<file path="src/sw_pkg.sv">
package sw_pkg;

  // ----------------------------------------------------------------
  // Register map
  // ----------------------------------------------------------------
  localparam int ADDR_W = 12;
  localparam logic [11:0] ADDR_CTRL = 12'h000;
  localparam logic [11:0] ADDR_ON_VAL = 12'h004;
  localparam logic [11:0] ADDR_OFF_VAL = 12'h008;
  localparam logic [11:0] ADDR_ON_DLY = 12'h00C;
  localparam logic [11:0] ADDR_OFF_DLY = 12'h010;
  localparam logic [11:0] ADDR_STATUS = 12'h014;

  // ----------------------------------------------------------------
  // Control register fields
  // ----------------------------------------------------------------
  localparam int FUNC_LSB = 0;
  localparam int DIAG_LSB = 4;
  localparam int SRC_LSB = 8;
  localparam int VAR_LSB = 12;
  localparam int FAIL_LSB = 16;
  localparam int INV_BIT = 20;
  localparam logic [31:0] CTRL_RESET = 32'h0000_0000;
  localparam logic [31:0] CTRL_MASK = 32'h0013_F737;

  // Switch function codes.
  localparam logic [2:0] FUNC_OFF = 3'h0;
  localparam logic [2:0] FUNC_ON = 3'h1;
  localparam logic [2:0] FUNC_DIAG = 3'h2;
  localparam logic [2:0] FUNC_LIMIT = 3'h3;
  localparam logic [2:0] FUNC_DOUT = 3'h4;

  // Diagnostic event selection.
  localparam logic [1:0] DIAG_ALARM = 2'h0;
  localparam logic [1:0] DIAG_ALARM_WARN = 2'h1;
  localparam logic [1:0] DIAG_WARN = 2'h2;

  // Discrete source selection.
  localparam logic [2:0] SRC_NONE = 3'h0;
  localparam logic [2:0] SRC_AD1 = 3'h1;
  localparam logic [2:0] SRC_AD2 = 3'h2;
  localparam logic [2:0] SRC_DO1 = 3'h3;
  localparam logic [2:0] SRC_DO2 = 3'h4;
  localparam logic [2:0] SRC_DO3 = 3'h5;
  localparam logic [2:0] SRC_DO4 = 3'h6;

  // Failure behaviour.
  localparam logic [1:0] FAIL_ACTUAL = 2'h0;
  localparam logic [1:0] FAIL_OPEN = 2'h1;
  localparam logic [1:0] FAIL_CLOSED = 2'h2;

  // Status register bits.
  localparam int ST_CLOSED = 0;
  localparam int ST_DELAYED = 1;
  localparam int ST_LIMIT = 2;
  localparam int ST_WARN = 3;
  localparam int ST_ALARM = 4;

  // ----------------------------------------------------------------
  // Timing
  // ----------------------------------------------------------------
  localparam int DLY_W = 10;
  localparam logic [9:0] DLY_MAX = 10'h3E8;
  localparam longint CLK_PERIOD_NS = 50;
  localparam longint DLY_STEP_NS = 100000000;
  localparam int STEP_CYCLES = int'((DLY_STEP_NS + CLK_PERIOD_NS - 1) / CLK_PERIOD_NS);

endpackage

</file>
<file path="src/dly_if.sv">
// Carries the limit state and delay settings to the delay timer.
interface dly_if #(
  parameter int DLY_W = 10
);
  logic target;
  logic [DLY_W-1:0] on_dly;
  logic [DLY_W-1:0] off_dly;
  logic state;
  modport ctrl (output target, output on_dly, output off_dly, input state);
  modport timer (input target, input on_dly, input off_dly, output state);
endinterface

</file>
<file path="src/switch_delay.sv">
// Applies the switch-on and switch-off delays to the limit state.
module switch_delay #(
  parameter int STEP_CYCLES = sw_pkg::STEP_CYCLES,
  parameter int DLY_W = sw_pkg::DLY_W
) (
  input wire logic pclk,    // System clock.
  input wire logic presetn, // Asynchronous reset, active low.
  dly_if.timer dl           // Limit state in, delayed state out.
);

  logic [31:0] pre_q;
  logic [DLY_W-1:0] count_q;
  logic state_q;

  if (STEP_CYCLES < 1) $error("STEP_CYCLES must be at least one");

  // A change is pending while the delayed state differs from the target.
  wire pending = dl.target != state_q;
  wire [DLY_W-1:0] limit = dl.target ? dl.on_dly : dl.off_dly;
  wire expire = pending && (count_q >= limit);
  wire tick = pre_q == 32'(STEP_CYCLES - 1);

  assign dl.state = state_q;

  // The prescaler restarts whenever no change is pending, so each delay that starts from a settled state is exact.
  always_ff @(posedge pclk or negedge presetn) begin
    if (!presetn) begin
      pre_q <= 32'h0000_0000;
      count_q <= '0;
      state_q <= 1'b0;
    end else begin
      pre_q <= (!pending || tick) ? 32'h0000_0000 : pre_q + 32'h0000_0001;
      count_q <= (!pending || expire) ? '0 : count_q + DLY_W'(tick);
      state_q <= expire ? dl.target : state_q;
    end
  end
endmodule

</file>
<file path="src/switch_output_controller.sv">
// ----------------------------------------------------------------
// Switch output controller
// ----------------------------------------------------------------
// Overview of operation
// - Off function keeps output always open.
// - On function keeps output always closed.
// - Off and On force output, simulating it.
// - Diagnostic mode: closed, opens on event.
// - Diagnostic selector: alarm, either, or warning.
// - On above off: close above, open below.
// - On below off: close below, open above.
// - Switch-on delay 0 to 100 s, 0.1 s.
// - Separate switch-off delay up to 100 s.
// - Discrete mode follows chosen block output.
// - Source: none, two diagnostic, four general.
// - Alarm in limit/discrete applies failure setting.
// - Present switch state readable by software.
// - Invert option No or Yes provided.
// - Invert Yes swaps open and closed everywhere.
//
// The APB interface to the registers and the placing of the registers are this design's own decisions.
module switch_output_controller #(
  parameter int STEP_CYCLES = sw_pkg::STEP_CYCLES,
  parameter int NUM_VARS = 12,
  parameter int MEAS_W = 32
) (
  input wire logic pclk,                            // Bus and system clock.
  input wire logic presetn,                         // Asynchronous reset, active low.
  input wire logic psel,                            // APB select.
  input wire logic penable,                         // APB enable.
  input wire logic pwrite,                          // APB direction, high for write.
  input wire logic [sw_pkg::ADDR_W-1:0] paddr,      // APB byte address.
  input wire logic [31:0] pwdata,                   // APB write data.
  output logic [31:0] prdata,                       // APB read data.
  output logic pready,                              // APB ready.
  output logic pslverr,                             // APB error for unmapped address.
  input wire logic [NUM_VARS*MEAS_W-1:0] meas_bus,  // Measured variables, signed.
  input wire logic alarm_evt,                       // Alarm condition present.
  input wire logic warn_evt,                        // Warning present.
  input wire logic [1:0] ad_out,                    // Advanced-diagnostic discrete outputs.
  input wire logic [3:0] discrete_input_block_out,  // General discrete block outputs.
  output logic switch_closed                        // High while the switch conducts.
);

  if (NUM_VARS < 1 || NUM_VARS > 15) $error("NUM_VARS must lie from 1 to 15");
  if (MEAS_W < 2 || MEAS_W > 32) $error("MEAS_W must lie from 2 to 32");

  // ----------------------------------------------------------------
  // Decode helpers
  // ----------------------------------------------------------------

  // True when the address names a register of the block.
  function automatic logic is_mapped(input logic [sw_pkg::ADDR_W-1:0] a);
    return a == sw_pkg::ADDR_CTRL || a == sw_pkg::ADDR_ON_VAL || a == sw_pkg::ADDR_OFF_VAL ||
           a == sw_pkg::ADDR_ON_DLY || a == sw_pkg::ADDR_OFF_DLY || a == sw_pkg::ADDR_STATUS;
  endfunction

  // True when the selected kind of diagnostic event is present.
  function automatic logic diag_hit(input logic [1:0] sel, input logic al, input logic wn);
    case (sel)
      sw_pkg::DIAG_ALARM: return al;
      sw_pkg::DIAG_ALARM_WARN: return al | wn;
      sw_pkg::DIAG_WARN: return wn;
      default: return al;
    endcase
  endfunction

  // Clamps a written delay to the longest allowed delay.
  function automatic logic [sw_pkg::DLY_W-1:0] clamp_dly(input logic [31:0] v);
    return (v > 32'(sw_pkg::DLY_MAX)) ? sw_pkg::DLY_MAX : v[sw_pkg::DLY_W-1:0];
  endfunction

  // ----------------------------------------------------------------
  // Registers
  // ----------------------------------------------------------------
  logic [31:0] ctrl_q;
  logic signed [MEAS_W-1:0] on_val_q;
  logic signed [MEAS_W-1:0] off_val_q;
  logic [sw_pkg::DLY_W-1:0] on_dly_q;
  logic [sw_pkg::DLY_W-1:0] off_dly_q;
  logic [31:0] prdata_q;
  logic pready_q;
  logic pslverr_q;
  logic raw_q;
  logic closed_q;

  // Carrier to the delay timer; the status word below reads its delayed state.
  dly_if #(.DLY_W(sw_pkg::DLY_W)) dl ();

  // Control fields.
  wire [2:0] func = ctrl_q[sw_pkg::FUNC_LSB +: 3];
  wire [1:0] diag_sel = ctrl_q[sw_pkg::DIAG_LSB +: 2];
  wire [2:0] src_sel = ctrl_q[sw_pkg::SRC_LSB +: 3];
  wire [3:0] var_sel = ctrl_q[sw_pkg::VAR_LSB +: 4];
  wire [1:0] fail_sel = ctrl_q[sw_pkg::FAIL_LSB +: 2];
  wire invert = ctrl_q[sw_pkg::INV_BIT];

  // ----------------------------------------------------------------
  // APB slave
  // ----------------------------------------------------------------

  // The answer comes on the second access cycle; the write lands at that edge.
  wire access = psel && penable;
  wire first_acc = access && !pready_q;
  wire wr_en = access && pready_q && pwrite;
  wire mapped = is_mapped(paddr);
  wire [31:0] status_word = {27'h000_0000, alarm_evt, warn_evt, raw_q, dl.state, closed_q};
  wire [31:0] rd_word =
    (paddr == sw_pkg::ADDR_CTRL) ? ctrl_q :
    (paddr == sw_pkg::ADDR_ON_VAL) ? 32'(on_val_q) :
    (paddr == sw_pkg::ADDR_OFF_VAL) ? 32'(off_val_q) :
    (paddr == sw_pkg::ADDR_ON_DLY) ? 32'(on_dly_q) :
    (paddr == sw_pkg::ADDR_OFF_DLY) ? 32'(off_dly_q) :
    (paddr == sw_pkg::ADDR_STATUS) ? status_word : 32'h0000_0000;

  assign prdata = prdata_q;
  assign pready = pready_q;
  assign pslverr = pslverr_q;

  // Bus answer flops.
  always_ff @(posedge pclk or negedge presetn) begin
    if (!presetn) begin
      pready_q <= 1'b0;
      pslverr_q <= 1'b0;
      prdata_q <= 32'h0000_0000;
    end else begin
      pready_q <= first_acc;
      pslverr_q <= first_acc && !mapped;
      prdata_q <= (first_acc && !pwrite) ? rd_word : 32'h0000_0000;
    end
  end

  // Configuration registers written by software.
  always_ff @(posedge pclk or negedge presetn) begin
    if (!presetn) begin
      ctrl_q <= sw_pkg::CTRL_RESET;
      on_val_q <= '0;
      off_val_q <= '0;
      on_dly_q <= '0;
      off_dly_q <= '0;
    end else if (wr_en) begin
      if (paddr == sw_pkg::ADDR_CTRL) ctrl_q <= pwdata & sw_pkg::CTRL_MASK;
      if (paddr == sw_pkg::ADDR_ON_VAL) on_val_q <= pwdata[MEAS_W-1:0];
      if (paddr == sw_pkg::ADDR_OFF_VAL) off_val_q <= pwdata[MEAS_W-1:0];
      if (paddr == sw_pkg::ADDR_ON_DLY) on_dly_q <= clamp_dly(pwdata);
      if (paddr == sw_pkg::ADDR_OFF_DLY) off_dly_q <= clamp_dly(pwdata);
    end
  end

  // ----------------------------------------------------------------
  // Limit comparison
  // ----------------------------------------------------------------
  logic signed [MEAS_W-1:0] meas_arr [16];

  // Selector value 0 means no variable; unused selector values read as zero.
  for (genvar i = 0; i < 16; i++) begin : g_meas
    if (i >= 1 && i <= NUM_VARS) begin : g_used
      assign meas_arr[i] = meas_bus[(i-1)*MEAS_W +: MEAS_W];
    end else begin : g_free
      assign meas_arr[i] = '0;
    end
  end

  wire var_ok = var_sel != 4'h0 && 32'(var_sel) <= NUM_VARS;
  wire signed [MEAS_W-1:0] meas = meas_arr[var_sel];
  wire rising = on_val_q >= off_val_q;
  wire above_on = meas > on_val_q;
  wire below_on = meas < on_val_q;
  wire above_off = meas > off_val_q;
  wire below_off = meas < off_val_q;
  wire limit_on = var_ok && (func == sw_pkg::FUNC_LIMIT);

  // Hysteresis: close past the on point, open past the off point, else hold.
  wire raw_d =
    !limit_on ? 1'b0 :
    rising ? (above_on ? 1'b1 : (below_off ? 1'b0 : raw_q)) :
             (below_on ? 1'b1 : (above_off ? 1'b0 : raw_q));

  // ----------------------------------------------------------------
  // Delay timer
  // ----------------------------------------------------------------
  // Limit state and both delay settings go to the timer.
  assign dl.target = raw_q;
  assign dl.on_dly = on_dly_q;
  assign dl.off_dly = off_dly_q;

  switch_delay #(
    .STEP_CYCLES(STEP_CYCLES),
    .DLY_W(sw_pkg::DLY_W)
  ) u_delay (
    .pclk(pclk),
    .presetn(presetn),
    .dl(dl.timer)
  );

  // ----------------------------------------------------------------
  // Output selection
  // ----------------------------------------------------------------

  // Discrete source: none, two diagnostic blocks, four general blocks.
  wire src_val =
    (src_sel == sw_pkg::SRC_AD1) ? ad_out[0] :
    (src_sel == sw_pkg::SRC_AD2) ? ad_out[1] :
    (src_sel == sw_pkg::SRC_DO1) ? discrete_input_block_out[0] :
    (src_sel == sw_pkg::SRC_DO2) ? discrete_input_block_out[1] :
    (src_sel == sw_pkg::SRC_DO3) ? discrete_input_block_out[2] :
    (src_sel == sw_pkg::SRC_DO4) ? discrete_input_block_out[3] : 1'b0;

  wire diag_evt = diag_hit(diag_sel, alarm_evt, warn_evt);
  wire fail_apply = alarm_evt && (func == sw_pkg::FUNC_LIMIT || func == sw_pkg::FUNC_DOUT);

  // Per-function state, before failure handling and inversion.
  wire mode_state =
    (func == sw_pkg::FUNC_ON) ? 1'b1 :
    (func == sw_pkg::FUNC_DIAG) ? !diag_evt :
    (func == sw_pkg::FUNC_LIMIT) ? dl.state :
    (func == sw_pkg::FUNC_DOUT) ? src_val : 1'b0;

  // Alarm overrides in limit and discrete modes.
  wire pre_inv =
    !fail_apply ? mode_state :
    (fail_sel == sw_pkg::FAIL_OPEN) ? 1'b0 :
    (fail_sel == sw_pkg::FAIL_CLOSED) ? 1'b1 : mode_state;

  wire closed_d = pre_inv ^ invert;

  assign switch_closed = closed_q;

  // State flops of the comparison and of the final output.
  always_ff @(posedge pclk or negedge presetn) begin
    if (!presetn) begin
      raw_q <= 1'b0;
      closed_q <= 1'b0;
    end else begin
      raw_q <= raw_d;
      closed_q <= closed_d;
    end
  end

  wire forced = func == sw_pkg::FUNC_OFF || func == sw_pkg::FUNC_ON;
endmodule

</file>
<file path="config.mk">
export PLATFORM = sky130hd
export DESIGN_NAME = switch_output_controller
export DESIGN_NICKNAME = d
export VERILOG_FILES = /design/src/sw_pkg.sv /design/src/dly_if.sv /design/src/switch_delay.sv /design/src/switch_output_controller.sv
export SDC_FILE = /design/constraint.sdc
export NUM_CORES = 1
export LEC_CHECK = 0
export BUFFER_PORTS_ARGS = -buffer_cell sky130_fd_sc_hd__buf_2
export CAP_MARGIN = 20
export CORE_ASPECT_RATIO = 2
export CORE_MARGIN = 4
export CORE_UTILIZATION = 30
export DETAILED_ROUTE_END_ITERATION = 10
export GPL_ROUTABILITY_DRIVEN = 0
export MAX_ROUTING_LAYER = met4
export PLACE_DENSITY_LB_ADDON = 0.15
export SETUP_SLACK_MARGIN = 0.02
export SYNTH_ARGS = -nofsm -noshare
export SYNTH_HDL_FRONTEND = slang
export SYNTH_SLANG_ARGS = --single-unit
export TNS_END_PERCENT = 20
</file>
<file path="constraint.sdc">
create_clock -name pclk -period 5.7 [get_ports pclk]
set_input_delay 0.285 -clock pclk [delete_from_list [all_inputs] [get_ports pclk]]
set_output_delay 0.285 -clock pclk [all_outputs]
set_load 0.005 [all_outputs]
</file>
### Yosys cells after proc, flatten, opt, wreduce, memory -nomap -nowiden

Index checks and enable logic that the tools add are counted.

| word-level totals | value |
|---|---|
| flip-flop bits (word level) | 178 |
| bits in latches | 0 |
| memory bits (read-only) | 0 |
| bits in writable memories | 0 |
| logic and storage cells | 115 |
| output and inout bits | 35 |
| memories | 0 |
| input port bits | 441 |

| operators by class | value |
|---|---|
| bitwise logic cells | 3 |
| order comparisons | 9 |
| $mul | 0 |
| shift operators | 0 |
| add/sub/neg operators | 2 |
| div/mod/pow operators | 0 |
| eq/ne operators | 23 |
| reduce and logical (&&, ||, !) cells | 31 |
| multiplexer cells | 34 |

Operators by type and width:

| operator | count |
|---|---|
| 32-bit two-way mux | 7 |
| 32-bit binary-select mux with 4-bit select | 1 |
| 32-bit greater-than comparator | 2 |
| 32-bit < comparator | 2 |
| 10-bit two-way mux | 5 |
| 32-bit by 1-bit adder with 32-bit output, second input constant | 1 |
| 32-bit by 21-bit equality test with 1-bit output, second input constant | 1 |
| 32-bit >= comparator | 1 |
| 32-bit by 10-bit greater-than comparator with 1-bit output, second input constant | 1 |
| 12-bit by 4-bit equality test with 1-bit output, second input constant | 2 |
| 12-bit by 5-bit equality test with 1-bit output, second input constant | 2 |
| 1-bit two-way mux | 19 |
| 12-bit by 3-bit equality test with 1-bit output, second input constant | 1 |
| 3-bit by 2-bit equality test with 1-bit output, second input constant | 4 |
| 3-bit equality test, second input constant | 4 |
| 12-bit zero test | 1 |
| 2-bit AND reduction | 6 |
| 10-bit by 1-bit adder with 10-bit output | 1 |
| 10-bit >= comparator | 1 |
| 1-bit logical AND | 10 |
| 1-bit logical OR | 8 |
| 4-bit inequality test, second input constant | 2 |
| 3-bit by 1-bit equality test with 1-bit output, second input constant | 2 |
| 5-bit >= comparator, second input constant | 1 |
| 11 further kinds | 17 |

### Logic depth before layout (Yosys ltp)

| depth | value |
|---|---|
| depth after elaboration | 15 |
| depth in mapped cells | 17 |
| gate-level depth less buffers | 14 |

### Hierarchy

Synthesis repeated with hierarchy kept, for this count alone.

| unflattened totals | value |
|---|---|
| cell total of the unflattened synthesis | 1520 |
| area, all modules | 13613.1 µm² |

By module, submodules not included:

| module | cells an instance | area an instance (µm²) | sequential area each (µm²) | times used |
|---|---|---|---|---|
| switch_output_controller | 1266 | 11157.0 | 3378.2 | 1 |
| switch_delay | 254 | 2456.1 | 1076.0 | 1 |

### Worst setup path after synthesis

Ideal clock, no wire load.

| timing path | value |
|---|---|
| path kind | register to register |
| start | register ctrl_q[12] |
| end | register raw_q, in the netlist dl.target |
| clock period less this slack | 3444 ps |
| path buffers | 2 |
| required time | 5618 ps |
| setup time | 82 ps |
| data arrival time | 3362 ps |
| setup slack | 2256 ps |
| cell stages (with the launch flop) | 14 |
| path through | dfrtp_1 -> buf_2 -> buf_1 -> mux4_2 -> a21oi_1 -> o21ai_0 -> ha_1 -> a21o_1 -> a221o_1 -> a21oi_1 -> a21boi_0 -> a211oi_1 -> a311o_1 -> a31oi_1 |

| between the ends | value |
|---|---|
| word-level cells in the longest chain between the ends | 8 |
| elaborated cells on any way between the ends | 19 |
| those cells by class | order compare: 5; eq/ne: 2; mux: 7; bitwise: 1; reduce/logical: 4 |

RTL lines:

| item | RTL line | text |
|---|---|---|
| start: declaration | switch_output_controller.sv:76 | `logic [31:0] ctrl_q;` |
| start signal: assignment | switch_output_controller.sv:136 | `ctrl_q <= sw_pkg::CTRL_RESET;` |
| start signal: assignment | switch_output_controller.sv:142 | `if (paddr == sw_pkg::ADDR_CTRL) ctrl_q <= pwdata & sw_pkg::CTRL_MASK;` |
| 4-bit inverter with 5-bit output (implied by the code) | switch_output_controller.sv:165 | `wire signed [MEAS_W-1:0] meas = meas_arr[var_sel];` |
| 32-bit binary-select mux with 4-bit select | switch_output_controller.sv:165 |  |
| 32-bit two-way mux (implied by the code) (2 in series) | switch_output_controller.sv:165 |  |
| 32-bit < comparator or 32-bit greater-than comparator (tied branches) | switch_output_controller.sv:168, switch_output_controller.sv:167 |  |
| 1-bit two-way mux (on tied branches) | switch_output_controller.sv:177, switch_output_controller.sv:176 |  |
| 1-bit two-way mux | switch_output_controller.sv:176 | `rising ? (above_on ? 1'b1 : (below_off ? 1'b0 : raw_q)) :` |
| 1-bit two-way mux | switch_output_controller.sv:175 | `!limit_on ? 1'b0 :` |
| end signal: assignment | switch_output_controller.sv:235 | `raw_q <= raw_d;` |
| end: declaration | switch_output_controller.sv:84 | `logic raw_q;` |

Several ways; a longest one is shown, not always the timed one. The select of a mux whose other input is x is not followed.
A chain may end at the register's enable or synchronous reset.

### Worst setup path after layout

Ends and elaborated chain as after synthesis.

==> flow_summary.yaml <==
floorplan:
  core_um2: 44460
  die_w_um: 158.3
  design.die.area_um2: 48850
  initial_utilization: 0.3048
  rows: 109
  ios: 476
  fp.dieH_um: 308.6
critical_path:
  r2r-end: "dl.target"
  cp_data_required_time_ns: 6.08
  ff2ff_path_depth: 13
  crit_top_cell: "o21ai_0"
  cp_slowest_cell: "dfrtp_4"
  crit_chain: "buf_12 > mux4_2 > inv_1 > o21ai_0 > nand2_1 > o21ai_0 > ha_1 > nand3_1 > nor4_1 > and4_1 > a211oi_1 > a311o_1 > a31oi_1"
  cp_max_fo: 53
  crit_family: "simple AND/OR/NAND/NOR gates"
  end_kind: "register"
  timing.rr.start: "ctrl_q[12]"
  crit_arrival_ns: 4.69
  worstSetupStartpoint: "ctrl_q[12]"
  reg2reg_setup_slack_ns: 1.39
  path_class: "reg2reg"
  cpPeakStageDelay_ns: 0.97
  path_buf_inv: 2
  startpoint_type: "register"
yosys:
  ys_top_cells_by_area: "dfrtp_1, mux4_2, ha_1, o21ai_0, nand2_1"
  synth.top_cell.area_share: 0.3287
  synthFlopType: "dfrtp_1"
  ys_types: 62
  async_reset_ff_frac: 1.000
  synth_most_common_cell: "nand2_1"
  netlist_instances: 1503
  yosys.area.top_type: "dfrtp_1"
  postSynthAreaPerCell_um2: 9.017
  syn-num-nets: 2055
  netlist_area_um2: 13550
  yosysWarnings: 0
  yosysSeqAreaShare: 0.3287
  synth_edf_count: 0
  yosys-top-cells-count: "nand2_1, dfrtp_1, o21ai_0"
  ys_ff_latch: 178
cts:
  cts.clk_slew.worst_paths_ns: 0.07
  h-tree-depth: 4
  numCtsBuffers: 17
  cts_buffer_depth: 2
  cts-root-buf: "clkbuf_16"
  clkLatencyLatePin_ns: 0.46
  cts.sinks: 178
  tritoncts: "built"
  cts_setup_buffers: 0
detailed_routing:
  viasPerCell: 5.230
  wl_per_cell_um: 21.96
  first_pass_iters: 5
  vias: 13139
  ant_nets: 0
  routed_wl_um: 55150
  drtIter0Drc: 569
  drcViolationCount: 0
grt:
  grt_max_degree: 172
  antenna_found_initial: 14
  grtUsageTotal: 0.2287
  grt_pass1_wl_um: 81380
  grt_pass1_vias: 14044
  grt-ovfl-total: 0
status:
  status: "completed"
sta:
  finalSetupViolCount: 0
  skew_ns: 0.01387
  period_needed_ns: 4.313
  slew_viol_final: 0
  fin_tns_setup_ns: 0
  hold_ws_ns: 0.06531
  fin_crit_sh: 0.7567
  max_slew_margin: 0.1903
  finalHoldViolations: 0
  fmaxAchievable_ghz: 0.2319
  worst_pin_slew_ns: 1.203
  rsz0062_at_grt: "no"
final_layout:
  multiInputGateArea_um2: 8317
  regArea_um2: 4467
  nNetsFinal: 2484
  syn_to_final_growth_pct: 26.55
  stdcell_count: 2512
  fill_cells: 4665
  drive_gt1_frac: 0.3219
power_and_ir_drop:
  power.density_nw_per_um2: 163.9
  power_mw: 2.812
  power_leakage_nw: 8.155
  ir_worst_vdd_uv: 205.8
worst_hold_path:
  worstHoldPathCells: 3
  worstHoldEndpoint: "off_val_q[31]"
  hold_start: "pwdata[31]"
  hp-class: "in2reg"
place:
  hpwl_um: 46130
  place_inst: 2466
  portBuffers: 475
job:
  drv_cap: 0
==> how the worst max path moves through the flow <==
stage                     cells after the start         to
after floorplan                              13  dl.target
after global placement                       13  dl.target
after detailed placement                     13  dl.target
after CTS                                    13  dl.target
after global routing                         15  dl.target
final                                        13  dl.target
==> power breakdown <==
group	total, mW	leakage [nW]	switching, mW	internal [mW]
Sequential	1.26	2.14	0.000971	1.26
Combinational	0.309	5.72	0.151	0.158
Clock	1.24	0.295	0.605	0.635
==> cell usage in the layout (no fill, tap or decap), drive strengths merged, types with 4 or more instances in the layout <==
| cell | count |
|---|---|
| xor2 | 22 |
| diode | 12 |
| nor3 | 14 |
| nand4 | 23 |
| mux2i | 62 |
| and2 | 4 |
| a221oi | 19 |
| mux2 | 16 |
| a211oi | 39 |
| nor2b | 5 |
| xnor2 | 15 |
| o21ai | 174 |
| buf | 495 |
| inv | 125 |
| nand2 | 208 |
| mux4 | 64 |
| dfrtp | 178 |
| nand2b | 5 |
| nand3 | 33 |
| a21o | 10 |
| and3 | 8 |
| clkbuf | 17 |
| nor4 | 17 |
| o211ai | 4 |
| nor2 | 93 |
| or3 | 8 |
| and4 | 6 |
| a21oi | 125 |
| a22o | 14 |
| ha | 111 |
==> tightest hold or removal path, cell delays in order <==
cell     delay, ns
buf_2         0.10
nand2_1       0.04
o21ai_0       0.05
==> layer usage <==
metal,routed length [um],up-vias,part of all wire,track usage
li1,-,6302,-,-
met1,20800,6267,0.38,0.2507
met2,29260,476,0.53,0.3986
met3,2373,94,0.043,0.02842
met4,2724,0,0.049,0.1219
met5,0,-,0,-
==> cell type report <==
type                            instances  area share
Antenna cell                           12    0.001751
Tap cell                              555     0.04049
Timing Repair Buffer                  496      0.1514
Clock buffer                           17     0.02480
Sequential cell                       178      0.2604
Multi-Input combinational cell       1123      0.4849
Inverter                              116     0.02539
Clock inverter                         15     0.01080
==> what timing repair did <==
| action | CTS | global route |
|---|---|---|
| resized for setup | 0 | 0 |
| endpoints found under the hold margin | 7 | 0 |
| hold buffers | 1 | 0 |
==> metrics by stage <==
stage / cell area, um2 / setup WS (ns) / utilization
after global placement: 16470 / 1.258 / 0.3704
final: 17150 / 1.387 / 0.3858
after detailed placement: 16480 / 1.234 / 0.3707
after global routing: 17150 / 0.9537 / 0.3857
after floorplan: 13550 / 2.256 / -
after CTS: 17100 / 1.206 / 0.3846
==> sequential cells by signal, indices dropped and copies added, names as in the netlist <==
name and cells:
off_val_q 32, on_val_q 32, prdata 32, u_delay.pre_q 32, ctrl_q 15, dl.off_dly 10, dl.on_dly 10, u_delay.count_q 10
dl.target 1, pready 1, pslverr 1, switch_closed 1, u_delay.dl.state 1
==> cell families (layout without fill, tap and decap cells) <==
family                     count (synthesis)  count (layout)  synth area share
AOI/OAI and AO/OA                        401             401            0.1711
DFF                                      178             178            0.3287
muxes                                    142             142            0.1671
other                                      0              12                 0
xor gates and xnor gates                  37              37           0.02391
adders and majority gates                111             111            0.1025
buffers and inverters                    202             644           0.05908
and+or+nand+nor                          432             432            0.1477
(Power assumes the default switching activity.)
